[config.mk]
export PLATFORM = sky130hd
export DESIGN_NAME = ccv_regs
export DESIGN_NICKNAME = d
export VERILOG_FILES = /design/src/ccv_pkg.sv /design/src/ccv_regs.sv /design/src/ccv_channel.sv
export SDC_FILE = /design/constraint.sdc
export NUM_CORES = 1
export LEC_CHECK = 0
export BUFFER_PORTS_ARGS = -buffer_cell sky130_fd_sc_hd__buf_2
export CAP_MARGIN = 10
export CORE_MARGIN = 3
export CORE_UTILIZATION = 55
export CTS_CLUSTER_SIZE = 10
export DETAILED_ROUTE_END_ITERATION = 8
export GPL_ROUTABILITY_DRIVEN = 0
export GPL_TIMING_DRIVEN = 0
export PLACE_DENSITY = 0.85
export SLEW_MARGIN = 20
export SYNTH_ARGS = -nofsm -noshare
export SYNTH_HDL_FRONTEND = slang
export SYNTH_HIERARCHICAL = 1
export SYNTH_SLANG_ARGS = --single-unit
[constraint.sdc]
create_clock -name sys_clk -period 2.6 [get_ports sys_clk]
set_clock_uncertainty 0.2 [all_clocks]
set_input_delay 0.13 -clock sys_clk [delete_from_list [all_inputs] [get_ports sys_clk]]
set_output_delay 0.13 -clock sys_clk [all_outputs]
set_load 0.005 [all_outputs]
[src/ccv_pkg.sv]
// package for the capture/compare value register block
package ccv_pkg;
	localparam int          NUM_MODULES = 3;
	localparam logic [7:0]  ADDR_LOW_0  = 8'hFB;
	localparam logic [7:0]  ADDR_LOW_1  = 8'hE9;
	localparam logic [7:0]  ADDR_LOW_2  = 8'hEB;
	localparam logic [7:0]  ADDR_HIGH_0 = 8'hFC;
	localparam logic [7:0]  ADDR_HIGH_1 = 8'hEA;
	localparam logic [7:0]  ADDR_HIGH_2 = 8'hEC;
	localparam logic [15:0] VALUE_RESET = 16'h0000;
	localparam logic        CMP_EN_RESET = 1'b0;
	localparam int          LOW_LSB     = 0;
	localparam int          HIGH_LSB    = 8;

	typedef struct packed {
		logic       wr;
		logic       rd;
		logic [7:0] addr;
		logic [7:0] wdata;
	} ccv_sfr_req_t;
endpackage : ccv_pkg

[src/ccv_regs.sv]
// special-function access path to three capture/compare values
`timescale 1ns/1ns
`default_nettype none
module ccv_regs #(
	parameter int NUM_MODULES = ccv_pkg::NUM_MODULES
) (
	input  wire logic                       sys_clk,
	input  wire logic                       reset_n,
	input  wire ccv_pkg::ccv_sfr_req_t      sfr_req,
	input  wire logic                       reload_select,
	input  wire logic [NUM_MODULES-1:0]     counter_match,
	output logic [7:0]                      sfr_rdata,
	output logic                            sfr_hit,
	output logic [NUM_MODULES*16-1:0]       compare_value,
	output logic [NUM_MODULES*16-1:0]       reload_value,
	output logic [NUM_MODULES-1:0]          compare_enable,
	output logic [NUM_MODULES-1:0]          module_output_pin
);
	localparam logic [7:0] LOW_ADDR [3]  = '{ccv_pkg::ADDR_LOW_0, ccv_pkg::ADDR_LOW_1,
		ccv_pkg::ADDR_LOW_2};
	localparam logic [7:0] HIGH_ADDR [3] = '{ccv_pkg::ADDR_HIGH_0, ccv_pkg::ADDR_HIGH_1,
		ccv_pkg::ADDR_HIGH_2};

	logic [NUM_MODULES-1:0] hit_low;
	logic [NUM_MODULES-1:0] hit_high;
	logic [15:0]            sel_val [NUM_MODULES];
	logic [7:0]             rdata_d;
	logic [7:0]             rdata_q;
	logic                   hit_d;
	logic                   hit_q;

	genvar g;
	generate
		for (g = 0; g < NUM_MODULES; g++) begin : g_mod
			assign hit_low[g]  = (sfr_req.addr == LOW_ADDR[g]);
			assign hit_high[g] = (sfr_req.addr == HIGH_ADDR[g]);
			ccv_channel u_chan (
				.sys_clk           (sys_clk),
				.reset_n           (reset_n),
				.reload_select     (reload_select),
				.wr_low            (sfr_req.wr && hit_low[g]),
				.wr_high           (sfr_req.wr && hit_high[g]),
				.wdata             (sfr_req.wdata),
				.counter_match     (counter_match[g]),
				.selected_value    (sel_val[g]),
				.compare_value     (compare_value[g*16 +: 16]),
				.reload_value      (reload_value[g*16 +: 16]),
				.compare_enable    (compare_enable[g]),
				.module_output_pin (module_output_pin[g])
			);
		end
	endgenerate

	// read mux; reads only select, never write back
	always_comb begin
		rdata_d = 8'h00;
		hit_d   = 1'b0;
		for (int i = 0; i < NUM_MODULES; i++) begin
			if (hit_low[i]) begin
				rdata_d = sel_val[i][7:0];
				hit_d   = 1'b1;
			end
			if (hit_high[i]) begin
				rdata_d = sel_val[i][15:8];
				hit_d   = 1'b1;
			end
		end
	end

	// registered read data, one cycle after the request
	always_ff @(posedge sys_clk) begin
		if (!reset_n) begin
			rdata_q <= 8'h00;
			hit_q   <= 1'b0;
		end else begin
			rdata_q <= sfr_req.rd ? rdata_d : 8'h00;
			hit_q   <= sfr_req.rd && hit_d;
		end
	end

	assign sfr_rdata = rdata_q;
	assign sfr_hit   = hit_q;

	chk_read_low0: assert property (@(posedge sys_clk) disable iff (!reset_n)
		(sfr_req.rd && sfr_req.addr == ccv_pkg::ADDR_LOW_0) |=> sfr_hit
		&& sfr_rdata == $past(sel_val[0][7:0])) else $error("module 0 low read wrong");
	chk_read_high2: assert property (@(posedge sys_clk) disable iff (!reset_n)
		(sfr_req.rd && sfr_req.addr == ccv_pkg::ADDR_HIGH_2) |=> sfr_hit
		&& sfr_rdata == $past(sel_val[2][15:8])) else $error("module 2 high read wrong");
	chk_read_no_effect: assert property (@(posedge sys_clk) disable iff (!reset_n)
		(sfr_req.rd && !sfr_req.wr) |=> $stable(compare_enable)) else $error("read changed enable");
	cov_unmapped_read: cover property (@(posedge sys_clk) disable iff (!reset_n)
		sfr_req.rd && !hit_d);
endmodule : ccv_regs
`default_nettype wire

[src/ccv_channel.sv]
// one module's value, reload value, compare enable and output pin
`timescale 1ns/1ns
`default_nettype none
module ccv_channel (
	input  wire logic        sys_clk,
	input  wire logic        reset_n,
	input  wire logic        reload_select,
	input  wire logic        wr_low,
	input  wire logic        wr_high,
	input  wire logic [7:0]  wdata,
	input  wire logic        counter_match,
	output logic [15:0]      selected_value,
	output logic [15:0]      compare_value,
	output logic [15:0]      reload_value,
	output logic             compare_enable,
	output logic             module_output_pin
);
	logic [15:0] cmp_q;
	logic [15:0] rld_q;
	logic        en_q;
	logic        pin_q;

	// write port for the compare value
	always_ff @(posedge sys_clk) begin
		if (!reset_n) begin
			cmp_q <= ccv_pkg::VALUE_RESET;
		end else if (!reload_select) begin
			if (wr_low)
				cmp_q[ccv_pkg::LOW_LSB +: 8] <= wdata;
			if (wr_high)
				cmp_q[ccv_pkg::HIGH_LSB +: 8] <= wdata;
		end
	end

	// write port for the auto-reload value
	always_ff @(posedge sys_clk) begin
		if (!reset_n) begin
			rld_q <= ccv_pkg::VALUE_RESET;
		end else if (reload_select) begin
			if (wr_low)
				rld_q[ccv_pkg::LOW_LSB +: 8] <= wdata;
			if (wr_high)
				rld_q[ccv_pkg::HIGH_LSB +: 8] <= wdata;
		end
	end

	// enable follows writes whatever the reload selection
	always_ff @(posedge sys_clk) begin
		if (!reset_n)
			en_q <= ccv_pkg::CMP_EN_RESET;
		else if (wr_high)
			en_q <= 1'b1;
		else if (wr_low)
			en_q <= 1'b0;
	end

	// pin holds while disabled, so a value written low byte first never fires half-written
	always_ff @(posedge sys_clk) begin
		if (!reset_n)
			pin_q <= 1'b0;
		else if (counter_match && en_q)
			pin_q <= ~pin_q;
	end

	assign selected_value    = reload_select ? rld_q : cmp_q;
	assign compare_value     = cmp_q;
	assign reload_value      = rld_q;
	assign compare_enable    = en_q;
	assign module_output_pin = pin_q;

	chk_pin_hold_off: assert property (@(posedge sys_clk) disable iff (!reset_n)
		!en_q |=> $stable(pin_q)) else $error("pin toggled while compare disabled");
	chk_pin_toggle_on: assert property (@(posedge sys_clk) disable iff (!reset_n)
		(en_q && counter_match) |=> (pin_q != $past(pin_q))) else $error("pin missed toggle");
	chk_low_clears_en: assert property (@(posedge sys_clk) disable iff (!reset_n)
		(wr_low && !wr_high) |=> !en_q) else $error("low write left enable set");
	chk_high_sets_en: assert property (@(posedge sys_clk) disable iff (!reset_n)
		wr_high |=> en_q) else $error("high write left enable clear");
	chk_low_byte_store: assert property (@(posedge sys_clk) disable iff (!reset_n)
		(wr_low && !reload_select) |=> cmp_q[7:0] == $past(wdata)) else $error("low byte lost");
	chk_high_byte_store: assert property (@(posedge sys_clk) disable iff (!reset_n)
		(wr_high && !reload_select) |=> cmp_q[15:8] == $past(wdata)) else $error("high byte lost");
	chk_reload_isolated: assert property (@(posedge sys_clk) disable iff (!reset_n)
		reload_select |=> $stable(cmp_q)) else $error("compare changed while reload selected");
	chk_en_no_spurious: assert property (@(posedge sys_clk) disable iff (!reset_n)
		(!wr_low && !wr_high) |=> $stable(en_q)) else $error("enable changed without write");
	cov_low_then_high: cover property (@(posedge sys_clk) disable iff (!reset_n)
		wr_low ##[1:4] wr_high);
	cov_reload_write: cover property (@(posedge sys_clk) disable iff (!reset_n)
		reload_select && wr_high);
	cov_match_blocked: cover property (@(posedge sys_clk) disable iff (!reset_n)
		counter_match && !en_q);
endmodule : ccv_channel
`default_nettype wire

==> metrics.md, run 1 <==
| Metric | Value |
|---|---|
| Status | `completed` |
| CTS tree | `yes` |
| WL/cell | `19.1 um` |
| Top cells by area, synth | `dfxtp_1, mux2i_1, mux2_2, nand2_1, buf_6` |
| Final core occ | `69.0%` |
| Synth async-reset ratio | `0%` |
| Synth Warn # | `6` |
| Psw | `0.000723 W` |
| RSZ-0062 raised after global routing | `false` |
| Core area | `0.00928 mm2` |
| Sw Ratio | `25.0%` |
| P_leak | `3.36 nW` |
| IO Pins | `135` |
| Clock Power Share | `33.1%` |
| CP most frequent cell | `buf_6` |
| Final #Nets | `719` |
| Syn Area/Cell | `9.80 um2` |
| Die W | `104 um` |
| Crit path cell chain | `buf_2 > buf_6 > buf_6 > mux2_2 > mux2_1 > nand2_1 > o21ai_0 > a41o_1 > dlygate4sd3_1` |
| Internal | `0.00217 W` |
| Count of buffers from port buffering | `133` |
| Starting Density | `56.8%` |
| Synth area leader | `dfxtp_1` |
| Worst-Skew Late Latency | `370 ps` |
| Syn nets | `562` |
| Die Y | `104 um` |
| Synthesis-stage register bit count | `111` |
| Critical-path maximum fanout | `10` |
| Initial drt markers | `437` |
| Worst Path Class, Setup | `in -> reg` |
| H-tree levels | `3` |
| CP top delay family | `buffers and inverters` |
| Peak supply drop | `360 uV` |
| Initial antenna violation count | `0` |
| CTS sink count | `111` |
| Max-slew headroom | `59.6%` |
| Power, Total | `0.00289 W` |
| Root buf cell | `clkbuf_8` |
| Row cnt | `35` |
| Final Slew Violations | `0` |
| Longest Clk Path Bufs | `2` |
| Die ar. | `0.0108 mm2` |
| First-pass GRT wire length | `24,900 um` |
| CP bufs+invs | `4` |
| Share of cells above drive strength 1 | `35.1%` |
| Sequential area share after synthesis | `42.2%` |
| Post-route ant nets | `0` |
| Largest net degree at the start of global routing | `18` |
| Vias | `4,720` |
| N_diodes | `0` |
| Crit path capture type | `flop` |
| Top cell type's share of synthesized area | `42.2%` |
| Endpoints failing hold | `0` |
| Dpl cell area | `0.00610 mm2` |
| Worst Path Arrival | `2430 ps` |
| Post-DP HPWL | `11,700 um` |
| Final setup TNS | `0 ps` |
| Post-synth EDFFs | `0` |
| GRT Overall Usage | `28.8%` |
| Post-route cell area | `0.00640 mm2` |
| Main synth FF type | `dfxtp_1` |
| Commonest cells post-synth | `nand2_1, dfxtp_1, mux2i_1, mux2_2, buf_2` |
| Pwr Density | `451 mW/mm2` |
| DRC violations left | `0` |
| Avg Vias per Cell | `5.69` |
| CP required | `2670 ps` |
| Fillers | `760` |
| CP peak stage delay | `560 ps` |
| Worst Tran Pin Value | `601 ps` |
| Total iterations of the first detailed-routing run | `5` |
| Minimum clock period | `2360 ps` |
| Final period util | `90.8%` |
| Seq pwr share | `58.9%` |
| GR Overflow Total | `0` |
| Vias in the first global route | `4,683` |
| Crit start category | `primary input` |
| Synthesized area | `0.00527 mm2` |
| Syn Inst Count | `538` |
| Most common cell in the netlist | `nand2_1` |
| Clk slew on worst S/H paths | `110 ps` |
| Maximum operating frequency | `424 MHz` |
| Setup violators final | `0` |
| Slowest cell on the critical path | `dlygate4sd3_1` |
| Total Wirelength | `15,800 um` |
| Hold Crit Class | `in -> reg` |
| Max-Cap Viols | `0` |
| Cts bufs inserted | `9` |
| Synth cell types | `37` |
| Gate power share | `8.0%` |
| P&R area growth vs syn | `21.5%` |
[metrics by stage]
stage	hold WS (ps)	worst slack (ps)	std cells
after floorplan	82.1	820	538
after detailed placement	213	410	800
after CTS	10.2	323	829
after global routing	21.4	218	829
final	34.3	240	829
after global placement	200	459	800
[cells by family (layout without fill, tap and decap cells)]
group                      Yosys count  count (layout)  synth area share [%]
AOI/OAI and AO/OA                   37              37                  5.15
xor gates and xnor gates             1               1                 0.166
adders and majority gates            1               1                 0.190
buffers and inverters               41             203                  5.44
DFF                                111             111                  42.2
muxes                              148             148                  29.3
and+or+nand+nor                    199             199                  17.6
[layout by cell type (no fill, tap or decap), types with 2 or more instances in the layout]
cell	n
o22ai_1	7
nand2_2	6
clkbuf_1	2
inv_1	2
mux2_2	48
nand4_1	2
a211oi_1	7
clkbuf_8	10
mux2i_1	99
dfxtp_1	111
buf_4	4
and2b_1	4
nor2b_1	9
nor2_1	10
clkinvlp_4	3
dlygate4sd3_1	13
nor3_1	2
nor3b_1	2
o21a_1	3
a22o_1	7
nand3b_1	7
buf_6	12
nand2_1	136
nor4_1	8
nand2b_1	3
nand3_1	3
a21oi_1	9
buf_2	155
nand2b_4	3
[sequential cells by signal, summed over array words and instances, names as in the netlist]
| name | cells |
|---|---|
| g_mod.u_chan/compare_enable | 3 |
| g_mod.u_chan/module_output_pin | 3 |
| sfr_hit | 1 |
| g_mod.u_chan/reload_value | 48 |
| sfr_rdata | 8 |
| g_mod.u_chan/compare_value | 48 |
[tightest hold or removal path: stages]
cell and delay (ps):
buf_2 120, inv_1 50, nor2_1 70, o21a_1 190
[final cells by class]
| class | count | area (um2) | share of cell area [%] |
|---|---|---|---|
| Timing Repair Buffer | 146 | 796 | 12.4 |
| Tap cell | 129 | 161 | 2.52 |
| Clock inverter | 4 | 31.3 | 0.488 |
| Clock buffer | 12 | 145 | 2.27 |
| Sequential cell | 111 | 2220 | 34.7 |
| Inverter | 3 | 11.3 | 0.176 |
| Buffer | 38 | 275 | 4.30 |
| Multi-Input combinational cell | 386 | 2760 | 43.1 |
[worst paths after layout]
kind | cells after the start | to | from | slack (ps)
worst max register to register | 6 | sfr_rdata[4] | g_mod[2].u_chan/compare_value[4] | 280
worst min-delay path | 4 | g_mod[2].u_chan/compare_enable | sfr_req[17] | 30
worst max-delay path | 9 | sfr_rdata[4] | reload_select | 240
worst min register to register | 2 | g_mod[2].u_chan/module_output_pin | g_mod[2].u_chan/module_output_pin | 280
[layer usage]
layer / routed length [um] / share of wire (%) / global-route usage, % / vias up
met3: 1360 / 8.6 / 7.08 / 49
met5: 0 / 0 / 0 / -
li1: - / - / - / 2164
met2: 7270 / 46 / 46.3 / 275
met1: 6620 / 42 / 37.1 / 2232
met4: 554 / 3.5 / 11.8 / 0
[repair_timing]
item,4_1_cts,5_1_grt
hold endpoints to repair,96,0
setup buffers,0,0
gates resized for setup,0,0
hold buffers,13,0
[power by group through the flow]
stage / combinational [W] / sequential [W] / clock, W
after floorplan: 0.000136 / 0.00174 / 0
after global placement: 0.000204 / 0.00174 / 0
after detailed placement: 0.000210 / 0.00174 / 0
after CTS: 0.000225 / 0.00170 / 0.000960
after global routing: 0.000243 / 0.00170 / 0.00104
final: 0.000231 / 0.00170 / 0.000955
No activity file was read; power rests on OpenSTA's default activity.
==> run 2: changes to the inputs <==
Settings changed: CORE_UTILIZATION 55 to 48, PLACE_DENSITY 0.85 to 0.76.
==> run 2 against run 1 <==
Against the previous run: fmax rose by 4.3%; total power up 1.8%; design area grew 0.18%; combinational power fell by 2%; die area rose by 14%; sequential share of layout area down 0.061 points; largest power group unchanged.
==> metrics.md, run 2 (synthesized netlist as in run 1, its figures left out) <==
| Metric | Value |
|---|---|
| Gate power share | `7.7% (-0.3 points)` |
| Post-CTS Setup Repair Bufs | `0 (unchanged)` |
| Hold Crit Class | `in -> reg` |
| Maximum operating frequency | `442 MHz (+4.3%)` |
| DRC violations left | `0 (unchanged)` |
| Initial drt markers | `383 (-12%)` |
| Cts bufs inserted | `9 (unchanged)` |
| Total iterations of the first detailed-routing run | `5 (unchanged)` |
| Setup violators final | `0 (unchanged)` |
| Pwr Density | `458 mW/mm2 (+1.6%)` |
| Fillers | `877 (+15%)` |
| Max-slew headroom | `59.6% (about the same)` |
| H-tree levels | `3 (unchanged)` |
| Status | `completed` |
| First-pass GRT wire length | `24,800 um (-0.38%)` |
| P_leak | `3.37 nW (+0.31%)` |
| Row cnt | `37 (+5.7%)` |
| Final setup TNS | `0 ps (unchanged)` |
| Core area | `0.0105 mm2 (+13%)` |
| Share of cells above drive strength 1 | `35.1% (-0.093 points)` |
| Worst Tran Pin Value | `604 ps (+3.34 ps)` |
| Commonest non-fill, non-tap cell in the layout | `buf_2` |
| N_diodes | `0 (unchanged)` |
| Final Slew Violations | `0 (unchanged)` |
| P&R area growth vs syn | `21.7%` |
| Die W | `111 um (+6.6%)` |
| Seq pwr share | `57.9% (-1.0 points)` |
| Largest net degree at the start of global routing | `17 (-1)` |
| IO Pins | `135 (unchanged)` |
| Sw Ratio | `24.3% (-0.76 points)` |
| Post-DP HPWL | `11,800 um (+0.89%)` |
| Worst Path Arrival | `2340 ps (-90 ps)` |
| Starting Density | `50.2% (-6.6 points)` |
| Non-filler instance count after layout | `835 (+0.72%)` |
| Die Y | `111 um (+6.6%)` |
| Cts repair resizes | `0 (unchanged)` |
| Clk slew on worst S/H paths | `100 ps (about the same)` |
| GRT Overall Usage | `25.2% (-3.6 points)` |
| CTS tree | `yes` |
| Avg Vias per Cell | `5.56 (-2.4%)` |
| Vias in the first global route | `4,650 (-0.70%)` |
| Total Wirelength | `15,600 um (-1.0%)` |
| Root buf cell | `clkbuf_8` |
| Footprint of the multi-input gates | `0.00276 mm2 (unchanged)` |
| WL/cell | `18.7 um (-1.7%)` |
| RSZ-0062 raised after global routing | `false` |
| CP peak stage delay | `540 ps (-20 ps)` |
| Clock Power Share | `34.4% (+1.3 points)` |
| Final period util | `87.1% (-3.7 points)` |
| Post-route ant nets | `0 (unchanged)` |
| Worst-Skew Late Latency | `370 ps (about the same)` |
| Final #Nets | `719 (unchanged)` |
| CTS sink count | `111 (unchanged)` |
| Worst Path Class, Setup | `in -> reg` |
| Vias | `4,640 (-1.7%)` |
| Hold slack | `9.70 ps (-24.6 ps)` |
| Dpl cell area | `0.00611 mm2 (+0.14%)` |
| CP required | `2680 ps (about the same)` |
| CP most frequent cell | `buf_6` |
| GR Overflow Total | `0 (unchanged)` |
| Most frequent cells in the layout | `buf_2, nand2_1, dfxtp_1, mux2i_1, mux2_2` |
| Count of buffers from port buffering | `133 (unchanged)` |
| Minimum clock period | `2260 ps (-96.2 ps)` |
| Crit start category | `primary input` |
| Psw | `0.000713 W (-1.3%)` |
| Reg area | `0.00222 mm2 (unchanged)` |
| Peak supply drop | `326 uV (-9.5%)` |
| Endpoints failing hold | `0 (unchanged)` |
| Post-Place Cells | `807 (+0.88%)` |
| Internal | `0.00223 W (+2.8%)` |
| Max-Cap Viols | `0 (unchanged)` |
| Longest Clk Path Bufs | `2 (unchanged)` |
| Crit path cell chain | `buf_2 > buf_6 > buf_6 > mux2_2 > mux2_1 > nand2_1 > o21ai_0 > a41o_1 > dlygate4sd3_1` |
| Critical-path maximum fanout | `10 (unchanged)` |
| Post-route cell area | `0.00642 mm2 (+0.18%)` |
| Slowest cell on the critical path | `dlygate4sd3_1` |
| Initial antenna violation count | `0 (unchanged)` |
| Die ar. | `0.0123 mm2 (+14%)` |
| Crit path capture type | `flop` |
==> run 2: path summary, 6_finish.rpt <==
kind	slack (ps)	cells after the start	to	startpoint
setup / recovery	340	9	sfr_rdata[4]	reload_select
setup reg to reg	400	6	sfr_rdata[4]	g_mod[2].u_chan/reload_value[4]
hold reg to reg	280	2	g_mod[0].u_chan/compare_value[15]	g_mod[0].u_chan/compare_value[15]
hold / removal	10	4	g_mod[2].u_chan/compare_enable	sfr_req[17]
==> run 2: worst max-delay path: cells and delay by family <==
kind	cells	cell delay, ps
AND/OR/NAND/NOR	1	70
AO/OA/AOI/OAI	2	360
multiplexers	2	690
buffers and inverters	4	1090
==> run 2: routing by layer <==
| layer | track usage [%] | routed length [um] | vias to the layer above | part of all wire (%) |
|---|---|---|---|---|
| met5 | 0 | 0 | - | 0 |
| met4 | 10.0 | 540 | 0 | 3.5 |
| met3 | 5.13 | 978 | 38 | 6.3 |
| met2 | 40.5 | 7180 | 182 | 46 |
| met1 | 33.2 | 6940 | 2255 | 44 |
| li1 | - | - | 2165 | - |
==> run 2: area by class of cell <==
type | instances | area share (%)
Sequential cell | 111 | 34.6
Inverter | 3 | 0.176
Clock inverter | 4 | 0.741
Buffer | 38 | 4.29
Tap cell | 136 | 2.65
Multi-Input combinational cell | 386 | 43.1
Clock buffer | 11 | 2.05
Timing Repair Buffer | 146 | 12.4
==> run 2: repair_timing <==
action,4_1_cts,5_1_grt
hold buffers,13,0
endpoints found under the hold margin,99,0
endpoints found under the setup margin,0,0
==> run 2: through the flow <==
step | utilization (%) | power (W) | setup slack [ps]
4_1_cts | 61.1 | 0.00295 | 355
3_3_place_gp | 58.1 | 0.00195 | 413
2_1_floorplan | - | 0.00188 | 820
5_1_grt | 61.1 | 0.00303 | 267
6_report | 61.1 | 0.00294 | 336
3_5_place_dp | 58.1 | 0.00195 | 392
==> run 2: power by group through the flow <==
stage / sequential [W] / combinational (W) / clock [W]
after CTS: 0.00170 / 0.000224 / 0.00102
after detailed placement: 0.00174 / 0.000210 / 0
after floorplan: 0.00174 / 0.000136 / 0
final: 0.00170 / 0.000227 / 0.00101
after global placement: 0.00174 / 0.000207 / 0
after global routing: 0.00170 / 0.000243 / 0.00109
